===== config.mk =====
export PLATFORM = sky130hd
export DESIGN_NAME = wwdt_top
export DESIGN_NICKNAME = d
export VERILOG_FILES = /design/src/wwdt_sync.v /design/src/wwdt_period.v /design/src/wwdt_top.v
export VERILOG_INCLUDE_DIRS = /design/src
export SDC_FILE = /design/constraint.sdc
export NUM_CORES = 1
export LEC_CHECK = 0
export BUFFER_PORTS_ARGS = -buffer_cell sky130_fd_sc_hd__buf_2
export CAP_MARGIN = 20
export CORE_UTILIZATION = 40
export DETAILED_ROUTE_END_ITERATION = 8
export HOLD_SLACK_MARGIN = 0.02
export PLACE_DENSITY_LB_ADDON = 0.15
export RECOVER_POWER = 100
export SLEW_MARGIN = 20
export SYNTH_ARGS = -nofsm -noshare
export SYNTH_HDL_FRONTEND = slang
export SYNTH_SLANG_ARGS = --single-unit

===== constraint.sdc =====
create_clock -name ref_clk -period 6.38 [get_ports ref_clk]
set_clock_uncertainty 0.1 [all_clocks]
set_input_delay 0.638 -clock ref_clk [delete_from_list [all_inputs] [get_ports ref_clk]]
set_output_delay 0.638 -clock ref_clk [all_outputs]
set_load 0.03 [all_outputs]

===== src/wwdt_defines.vh =====
// Constants shared by the windowed watchdog timer design files
`ifndef WWDT_DEFINES_VH
`define WWDT_DEFINES_VH

// Main control field layout: period select low, closed-window select high
`define WWDT_PER_LSB      0
`define WWDT_PER_MSB      3
`define WWDT_WIN_LSB      4
`define WWDT_WIN_MSB      7
`define WWDT_SEL_W        4
`define WWDT_CTL_W        8

// Value shown on main control before the fuse has been copied in
`define WWDT_CTL_RST      8'h00
// Selector code meaning "off" and the largest defined selector
`define WWDT_SEL_OFF      4'h0
`define WWDT_SEL_MAX      4'hB

// Watchdog tick rate and derived widths
`define WWDT_TICK_HZ      1024
`define WWDT_TICK_W       14
`define WWDT_CNT_W        15

// Period lengths in watchdog ticks, one per selector code
`define WWDT_TICKS_OFF    14'h0000
`define WWDT_TICKS_8      14'h0008
`define WWDT_TICKS_16     14'h0010
`define WWDT_TICKS_32     14'h0020
`define WWDT_TICKS_64     14'h0040
`define WWDT_TICKS_128    14'h0080
`define WWDT_TICKS_256    14'h0100
`define WWDT_TICKS_512    14'h0200
`define WWDT_TICKS_1K     14'h0400
`define WWDT_TICKS_2K     14'h0800
`define WWDT_TICKS_4K     14'h1000
`define WWDT_TICKS_8K     14'h2000

// Crossing into the tick domain completes on the tick after this age
`define WWDT_SYNC_W       2
`define WWDT_SYNC_LAST    2'h2

// Edges after reset before the edge detector holds two real pin samples
`define WWDT_WARM_W       2
`define WWDT_WARM_DONE    2'h3

`endif


===== src/wwdt_sync.v =====
// Two-flop level synchroniser, one stage pair per bit
`timescale 1ns/1ns
`default_nettype none

module wwdt_sync #(
    parameter WIDTH = 1
) (
    input  wire             ref_clk,
    input  wire             rst,
    input  wire [WIDTH-1:0] async_in,
    output wire [WIDTH-1:0] sync_out
);

    genvar i;

    // First stage feeds only the second stage to keep metastability contained
    generate
        for (i = 0; i < WIDTH; i = i + 1) begin : g_bit
            reg stage_a;
            reg stage_b;
            always @(posedge ref_clk or posedge rst) begin
                if (rst) begin
                    stage_a <= 1'b0;
                    stage_b <= 1'b0;
                end else begin
                    stage_a <= async_in[i];
                    stage_b <= stage_a;
                end
            end
            assign sync_out[i] = stage_b;
        end
    endgenerate

endmodule

`default_nettype wire


===== src/wwdt_period.v =====
// Registered lookup from a period selector code to a length in watchdog ticks
`timescale 1ns/1ns
`default_nettype none
`include "wwdt_defines.vh"

module wwdt_period (
    input  wire                    ref_clk,
    input  wire                    rst,
    input  wire [`WWDT_SEL_W-1:0]  sel,
    output reg  [`WWDT_TICK_W-1:0] ticks
);

    // Reserved codes above the table fall back to the longest period
    always @(posedge ref_clk or posedge rst) begin
        if (rst) begin
            ticks <= `WWDT_TICKS_OFF;
        end else begin
            case (sel)
                4'h0:    ticks <= `WWDT_TICKS_OFF;
                4'h1:    ticks <= `WWDT_TICKS_8;
                4'h2:    ticks <= `WWDT_TICKS_16;
                4'h3:    ticks <= `WWDT_TICKS_32;
                4'h4:    ticks <= `WWDT_TICKS_64;
                4'h5:    ticks <= `WWDT_TICKS_128;
                4'h6:    ticks <= `WWDT_TICKS_256;
                4'h7:    ticks <= `WWDT_TICKS_512;
                4'h8:    ticks <= `WWDT_TICKS_1K;
                4'h9:    ticks <= `WWDT_TICKS_2K;
                4'hA:    ticks <= `WWDT_TICKS_4K;
                4'hB:    ticks <= `WWDT_TICKS_8K;
                default: ticks <= `WWDT_TICKS_8K;
            endcase
        end
    end

endmodule

`default_nettype wire


===== src/wwdt_top.v =====
// Windowed watchdog timer: protected configuration, tick counting and reset request
`timescale 1ns/1ns
`default_nettype none
`include "wwdt_defines.vh"

module wwdt_top (
    input  wire                   ref_clk,
    input  wire                   rst,
    input  wire                   low_power_osc,
    input  wire                   kick_instruction,
    input  wire                   change_protection_key,
    input  wire                   main_control_wr,
    input  wire [`WWDT_CTL_W-1:0] main_control_wdata,
    input  wire                   freeze_wr,
    input  wire                   freeze_wdata,
    input  wire                   debug_mode,
    input  wire [`WWDT_CTL_W-1:0] watchdog_fuse_config,
    input  wire                   reset_ack,
    output reg  [`WWDT_CTL_W-1:0] main_control,
    output reg                    freeze,
    output reg                    sync_pending,
    output reg                    watchdog_unit_enabled,
    output reg                    window_mode,
    output reg                    sys_reset_req
);

    // Tick recovery
    wire                    osc_sync;
    reg                     osc_prev;
    reg  [`WWDT_WARM_W-1:0] osc_warm;
    wire                    tick;

    // Configuration state
    reg                     booted;
    reg  [`WWDT_SEL_W-1:0]  period_act;
    reg  [`WWDT_SEL_W-1:0]  window_act;
    reg  [`WWDT_SYNC_W-1:0] ctl_age;
    wire                    ctl_accept;
    wire                    ctl_apply;
    wire                    boot_enable;

    // Counting state
    wire [`WWDT_TICK_W-1:0] open_ticks;
    wire [`WWDT_TICK_W-1:0] closed_ticks;
    reg  [`WWDT_CNT_W-1:0]  cnt;
    reg                     armed;
    reg                     kick_pend;
    reg  [`WWDT_SYNC_W-1:0] kick_age;
    wire [`WWDT_CNT_W-1:0]  cnt_inc;
    wire [`WWDT_CNT_W-1:0]  closed_ext;
    wire [`WWDT_CNT_W-1:0]  limit;
    wire                    kick_apply;
    wire                    kick_early;
    wire                    timeout;
    wire                    reset_event;

    // The oscillator output is a foreign clock, so it is only sampled here
    wwdt_sync #(
        .WIDTH    (1)
    ) u_osc_sync (
        .ref_clk  (ref_clk),
        .rst      (rst),
        .async_in (low_power_osc),
        .sync_out (osc_sync)
    );

    // Rising edge of the synchronised oscillator marks one watchdog tick;
    // edges are ignored until the history holds real pin samples, because the
    // synchroniser's reset values would otherwise fake a rise and shorten the first period
    always @(posedge ref_clk or posedge rst) begin
        if (rst) begin
            osc_prev <= 1'b0;
            osc_warm <= {`WWDT_WARM_W{1'b0}};
        end else begin
            osc_prev <= osc_sync;
            if (osc_warm != `WWDT_WARM_DONE) begin
                osc_warm <= osc_warm + 2'h1;
            end
        end
    end

    assign tick = osc_sync & ~osc_prev & (osc_warm == `WWDT_WARM_DONE);

    // Period lengths follow the active selectors, not the pending register copy
    wwdt_period u_open_len (
        .ref_clk (ref_clk),
        .rst     (rst),
        .sel     (period_act),
        .ticks   (open_ticks)
    );

    wwdt_period u_closed_len (
        .ref_clk (ref_clk),
        .rst     (rst),
        .sel     (window_act),
        .ticks   (closed_ticks)
    );

    // A write lands only when keyed, unfrozen and no earlier write is in flight
    assign ctl_accept = main_control_wr & change_protection_key & ~freeze & ~sync_pending
                        & booted;

    // The pending copy reaches the counter on the third tick after the write
    assign ctl_apply = tick & sync_pending & (ctl_age == `WWDT_SYNC_LAST);

    // Fuse period decides whether the unit boots already running
    assign boot_enable = (watchdog_fuse_config[`WWDT_PER_MSB:`WWDT_PER_LSB]
                          != `WWDT_SEL_OFF);

    // Boot copy from fuse is taken after reset release, never under the async reset
    always @(posedge ref_clk or posedge rst) begin
        if (rst) begin
            booted                <= 1'b0;
            main_control          <= `WWDT_CTL_RST;
            freeze                <= 1'b0;
            sync_pending          <= 1'b0;
            ctl_age               <= {`WWDT_SYNC_W{1'b0}};
            period_act            <= `WWDT_SEL_OFF;
            window_act            <= `WWDT_SEL_OFF;
            watchdog_unit_enabled <= 1'b0;
            window_mode           <= 1'b0;
        end else if (!booted) begin
            booted                <= 1'b1;
            main_control          <= watchdog_fuse_config;
            period_act            <= watchdog_fuse_config[`WWDT_PER_MSB:`WWDT_PER_LSB];
            window_act            <= watchdog_fuse_config[`WWDT_WIN_MSB:`WWDT_WIN_LSB];
            watchdog_unit_enabled <= boot_enable;
            freeze                <= boot_enable;
            window_mode           <= (watchdog_fuse_config[`WWDT_WIN_MSB:`WWDT_WIN_LSB]
                                      != `WWDT_SEL_OFF);
        end else begin
            // Freeze: set from software when keyed, cleared only in debug
            if (freeze_wr && change_protection_key && freeze_wdata) begin
                freeze <= 1'b1;
            end else if (freeze_wr && change_protection_key && debug_mode) begin
                freeze <= 1'b0;
            end

            // Register copy is visible at once; the counter sees it after crossing
            if (ctl_accept) begin
                main_control <= main_control_wdata;
                sync_pending <= 1'b1;
                ctl_age      <= {`WWDT_SYNC_W{1'b0}};
            end else if (ctl_apply) begin
                sync_pending          <= 1'b0;
                period_act            <= main_control[`WWDT_PER_MSB:`WWDT_PER_LSB];
                window_act            <= main_control[`WWDT_WIN_MSB:`WWDT_WIN_LSB];
                watchdog_unit_enabled <= (main_control[`WWDT_PER_MSB:`WWDT_PER_LSB]
                                          != `WWDT_SEL_OFF);
                window_mode           <= (main_control[`WWDT_WIN_MSB:`WWDT_WIN_LSB]
                                          != `WWDT_SEL_OFF);
            end else if (tick && sync_pending) begin
                ctl_age <= ctl_age + 2'h1;
            end
        end
    end

    // Count and limit arithmetic, widened so the sum of two 8K periods fits
    assign cnt_inc    = cnt + 15'h0001;
    assign closed_ext = {1'b0, closed_ticks};
    assign limit      = (window_mode && armed) ? (closed_ext + {1'b0, open_ticks})
                                               : {1'b0, open_ticks};

    // Kick takes effect on the third tick after it, two to three ticks of delay
    assign kick_apply = tick & kick_pend & (kick_age == `WWDT_SYNC_LAST);

    // Too early: still inside the closed slot of an armed window
    assign kick_early = kick_apply & window_mode & armed & (cnt < closed_ext);

    // Too late: the count runs out before a kick was seen
    assign timeout = tick & watchdog_unit_enabled & (cnt_inc >= limit);

    assign reset_event = watchdog_unit_enabled & ~debug_mode & ~sys_reset_req
                         & (kick_early | (timeout & ~kick_apply));

    // Kick synchroniser: a kick in the applying cycle starts a fresh crossing
    always @(posedge ref_clk or posedge rst) begin
        if (rst) begin
            kick_pend <= 1'b0;
            kick_age  <= {`WWDT_SYNC_W{1'b0}};
        end else if (kick_instruction) begin
            kick_pend <= 1'b1;
            kick_age  <= {`WWDT_SYNC_W{1'b0}};
        end else if (kick_apply || (sys_reset_req && reset_ack)) begin
            kick_pend <= 1'b0;
            kick_age  <= {`WWDT_SYNC_W{1'b0}};
        end else if (tick && kick_pend) begin
            kick_age <= kick_age + 2'h1;
        end
    end

    // Counter: ticks from the pin keep it running whatever the CPU power state
    always @(posedge ref_clk or posedge rst) begin
        if (rst) begin
            cnt   <= {`WWDT_CNT_W{1'b0}};
            armed <= 1'b0;
        end else if (debug_mode || ctl_apply || !watchdog_unit_enabled) begin
            // Halted CPU, new settings or a disabled unit restart the count;
            // the closed slot arms only after the next kick
            cnt   <= {`WWDT_CNT_W{1'b0}};
            armed <= 1'b0;
        end else if (sys_reset_req) begin
            cnt   <= {`WWDT_CNT_W{1'b0}};
            armed <= 1'b0;
        end else if (kick_apply) begin
            cnt   <= {`WWDT_CNT_W{1'b0}};
            armed <= window_mode;
        end else if (tick) begin
            cnt <= cnt_inc;
        end
    end

    // Reset request holds until acknowledged; a new event outranks the acknowledge
    always @(posedge ref_clk or posedge rst) begin
        if (rst) begin
            sys_reset_req <= 1'b0;
        end else if (reset_event) begin
            sys_reset_req <= 1'b1;
        end else if (reset_ack) begin
            sys_reset_req <= 1'b0;
        end
    end

endmodule

`default_nettype wire


==> reports/summary.json <==
{
  "power.share.switching": {"value": 31.9, "unit": "%"},
  "place_inst": {"value": 601},
  "layout_worst_path_cycle_share": {"value": 62.0, "unit": "%"},
  "setup_violations": {"value": 0},
  "global_route.usage.total": {"value": 18.0, "unit": "%"},
  "number_of_cell_rows": {"value": 36},
  "violations": {"value": "max-capacitance violations, max-slew violations"},
  "biggest_area_contributors_in_the_synthesized_netlist": {"value": "sky130_fd_sc_hd__dfrtp_1 (42%), sky130_fd_sc_hd__ha_1 (11%), sky130_fd_sc_hd__nand2_1 (4.2%)"},
  "ioPinCount": {"value": 39},
  "cp-end-kind": {"value": "async pin"},
  "netSwitchingPower": {"value": 0.342, "unit": "mW"},
  "max_slew.worst_pin.slew": {"value": 3.77, "unit": "ns"},
  "average_wire_per_standard_cell": {"value": 14.5, "unit": "µm"},
  "cpMaxStageDelayCell": {"value": "sky130_fd_sc_hd__clkbuf_1"},
  "max_stage_delay": {"value": 2.64, "unit": "ns"},
  "dr.first_iter.drc_count": {"value": 110},
  "cts_inserted_buffers": {"value": 9},
  "critPathMaxFanout": {"value": 70},
  "setup.worst_path.class": {"value": "input port to async pin"},
  "first_global_vias": {"value": 3198},
  "synth-seq-area-share": {"value": 42.2, "unit": "%"},
  "multi_input_comb_area": {"value": 2290, "unit": "µm²"},
  "vias_per_cell": {"value": 5.23},
  "clock_tree.htree_level_count": {"value": 3},
  "max-clock-path-buffers": {"value": 2},
  "mostFrequentLayoutCell": {"value": "sky130_fd_sc_hd__dfrtp_1"},
  "area_growth_syn_to_layout": {"value": 12.2, "unit": "%"},
  "worst_hold_slack": {"value": 0.254, "unit": "ns"},
  "power.share.clock": {"value": 34.7, "unit": "%"},
  "drc_errors": {"value": 0},
  "num_vias": {"value": 3227},
  "hold_viol_final": {"value": 0},
  "hold_path.class": {"value": "register to register"},
  "maxCapViolations": {"value": 1},
  "final-seq-area": {"value": 1750, "unit": "µm²"},
  "io_buffers": {"value": 38},
  "die_area": {"value": 10800, "unit": "µm²"},
  "floorplan.die.width": {"value": 104, "unit": "µm"},
  "clock_insertion_delay_worst_skew": {"value": 0.36, "unit": "ns"},
  "ir_drop": {"value": 0.198, "unit": "mV"},
  "leakage": {"value": 2.13, "unit": "nW"},
  "number_of_nets_produced_by_synthesis": {"value": 504},
  "drt-total-wl": {"value": 8.92, "unit": "mm"},
  "synth_seq_cells": {"value": 70},
  "combPwrFrac": {"value": 16.7, "unit": "%"},
  "syn_area_per_cell": {"value": 9.46, "unit": "µm²"},
  "drv_slew": {"value": 71},
  "outcome": {"value": "finished, violations left"},
  "post-route-min-period": {"value": 3.95, "unit": "ns"},
  "tritoncts": {"value": "built"},
  "cts-resized-gates": {"value": 0},
  "setup_tns": {"value": 0, "unit": "ns"},
  "required": {"value": 5.88, "unit": "ns"},
  "post_route_cells_drive_above_1_share": {"value": 11.4, "unit": "%"},
  "clock-sinks": {"value": 70},
  "netlist_instances": {"value": 439},
  "floorplan.initialDensity": {"value": 41.9, "unit": "%"},
  "insertedDiodeCount": {"value": 0},
  "slew_headroom": {"value": -152, "unit": "%"},
  "worst_setup_path_start_kind": {"value": "input port"},
  "number_of_enable_flip_flop_cells_after_synthesis": {"value": 0},
  "synth_ff_type": {"value": "sky130_fd_sc_hd__dfrtp_1"},
  "layout.cells.most_common_list": {"value": "sky130_fd_sc_hd__dfrtp_1 (70), sky130_fd_sc_hd__nand2_1 (47), sky130_fd_sc_hd__nor2_1 (46), sky130_fd_sc_hd__ha_1 (38), sky130_fd_sc_hd__a21oi_1 (32)"},
  "core": {"value": 9910, "unit": "µm²"},
  "place.gp.congestion": {"value": 0.838},
  "detailedPlacementHpwl": {"value": 6.63, "unit": "mm"},
  "cts_post_setup_buffers_inserted": {"value": 0},
  "global_route.overflow_total": {"value": 0},
  "layout.cells.non_filler": {"value": 617},
  "synthesized_area": {"value": 4150, "unit": "µm²"},
  "antenna_left": {"value": 0},
  "crit_buf_inv": {"value": 3},
  "internal-power": {"value": 0.729, "unit": "mW"},
  "worst_setup_hold_path_clk_slew": {"value": 0.09, "unit": "ns"},
  "grt_first_pass_wirelength": {"value": 15.6, "unit": "mm"},
  "grt_max_degree": {"value": 71},
  "maxClockFrequency": {"value": 253, "unit": "MHz"},
  "ys.warnings.count": {"value": 0},
  "power.share.sequential": {"value": 48.6, "unit": "%"},
  "hold_fix_buffers_cts": {"value": 0},
  "finalNetCount": {"value": 544},
  "unrepaired_setup_endpoints_after_global_routing": {"value": "no"},
  "antenna_found_initial": {"value": 0},
  "synth.largest_area_cell": {"value": "sky130_fd_sc_hd__dfrtp_1"},
  "cellPowerDensity": {"value": 230, "unit": "nW/µm²"},
  "total_power": {"value": 1.07, "unit": "mW"},
  "post_synth_num_cell_types": {"value": 55},
  "synthDominantCellAreaShare": {"value": 42.2, "unit": "%"},
  "crit_arrival": {"value": 3.46, "unit": "ns"},
  "firstDrtPassIters": {"value": 4},
  "synth-async-reset-ratio": {"value": 100, "unit": "%"},
  "cts_root_buf": {"value": "sky130_fd_sc_hd__clkbuf_8"},
  "fillers": {"value": 989},
  "critical_path.cell_chain": {"value": "buf_2 > inv_1 > clkbuf_1"},
  "worst_path_dominant_cell_family": {"value": "buffers and inverters"},
  "die_h": {"value": 104, "unit": "µm"}
}
## cell families after synthesis
kind of cell             synth area share [%]
AND/OR/NAND/NOR                          20.5
AO/OA/AOI/OAI                            13.0
flip-flops                               42.2
adder cells (fa/ha/maj)                  11.9
XOR/XNOR                                 6.12
buffers and inverters                    2.77
multiplexers                             3.43
other                                  0.0903
## layer usage
layer	wire length [µm]	vias to the layer above	share of wire, %	global-route usage, %
met1	4360	1528	49	24.8
met3	347	9	3.9	2.88
met4	118	0	1.3	6.84
li1	-	1618	-	-
met5	0	-	0	0
met2	4090	72	46	28.4
## metrics by stage
step	area, µm²	utilization (%)	setup slack (ns)
floorplan	4150	-	3.56
global placement	4490	45.3	3.37
detailed placement	4490	45.3	3.26
CTS	4690	47.3	3.26
global route	4660	47.0	1.55
finish	4660	47.0	2.43
## state kept, by name, summed over array words and instances, names as in the netlist, 2 cells and up
name	count
u_closed_len.ticks	11
kick_age	2
window_act	4
cnt	15
main_control	8
period_act	4
ctl_age	2
u_open_len.ticks	11
osc_warm	2
## worst register-to-register path, cell delays in order, from the launching register on
cell and delay, ns:
sky130_fd_sc_hd__dfrtp_1 0.36, sky130_fd_sc_hd__ha_1 0.20, sky130_fd_sc_hd__inv_1 0.07, sky130_fd_sc_hd__fa_1 0.38
sky130_fd_sc_hd__nor2b_1 0.21, sky130_fd_sc_hd__o31a_1 0.22, sky130_fd_sc_hd__o21ai_2 0.08, sky130_fd_sc_hd__nand2_1 0.08
sky130_fd_sc_hd__xor2_1 0.14, sky130_fd_sc_hd__mux2i_1 0.10, sky130_fd_sc_hd__ha_1 0.30, sky130_fd_sc_hd__and3_1 0.20
sky130_fd_sc_hd__a221oi_1 0.25, sky130_fd_sc_hd__o21ai_0 0.15, sky130_fd_sc_hd__a21oi_1 0.16, sky130_fd_sc_hd__o21ai_1 0.07
## power groups by stage
stage	sequential, mW	clock, mW	combinational [mW]
after floorplan	0.537	0	0.117
after global placement	0.527	0	0.181
after detailed placement	0.529	0	0.185
after CTS	0.521	0.384	0.186
after global routing	0.527	0.397	0.207
final	0.520	0.372	0.179
## Yosys cell counts (4+ instances only)
library cell,number
sky130_fd_sc_hd__dfrtp_1,70
sky130_fd_sc_hd__nand2_1,47
sky130_fd_sc_hd__nor2_1,46
sky130_fd_sc_hd__ha_1,38
sky130_fd_sc_hd__a21oi_1,32
sky130_fd_sc_hd__xor2_1,18
sky130_fd_sc_hd__inv_1,17
sky130_fd_sc_hd__nor3_1,17
sky130_fd_sc_hd__nand3_1,14
sky130_fd_sc_hd__a31oi_1,12
sky130_fd_sc_hd__mux2i_1,12
sky130_fd_sc_hd__xnor2_1,11
sky130_fd_sc_hd__nand2b_1,10
sky130_fd_sc_hd__o21ai_0,10
sky130_fd_sc_hd__a21o_1,8
sky130_fd_sc_hd__clkbuf_1,6
sky130_fd_sc_hd__buf_2,5
sky130_fd_sc_hd__nor2b_1,5
sky130_fd_sc_hd__o21ai_1,5
sky130_fd_sc_hd__nand4_1,4
## area by class of cell
cell class                 instances  area share (%)
clock buffer                      10            2.74
clock inverter                     6            1.53
inverter                          17            1.37
tap                              133            3.57
timing repair buffer              41            3.98
sequential                        70            37.6
multi-input combinational        340            49.2
## final timing paths
check	from	to	slack, ns	cells past startpoint
min in group asynchronous	rst	main_control[3]$_DFFE_PP0P_	1.63	3
max	rst	cnt[8]$_DFFE_PP0P_	2.43	3
min	u_osc_sync.g_bit[0].stage_a$_DFF_PP0_	u_osc_sync.sync_out$_DFF_PP0_	0.25	0
max in group ref_clk	u_closed_len.ticks[3]$_DFF_PP0_	sys_reset_req$_DFFE_PP0P_	3.23	15
min reg2reg	u_osc_sync.g_bit[0].stage_a$_DFF_PP0_	u_osc_sync.sync_out$_DFF_PP0_	0.25	0
max reg2reg	u_closed_len.ticks[3]$_DFF_PP0_	sys_reset_req$_DFFE_PP0P_	3.23	15
Power figures use the tool's default switching activity.
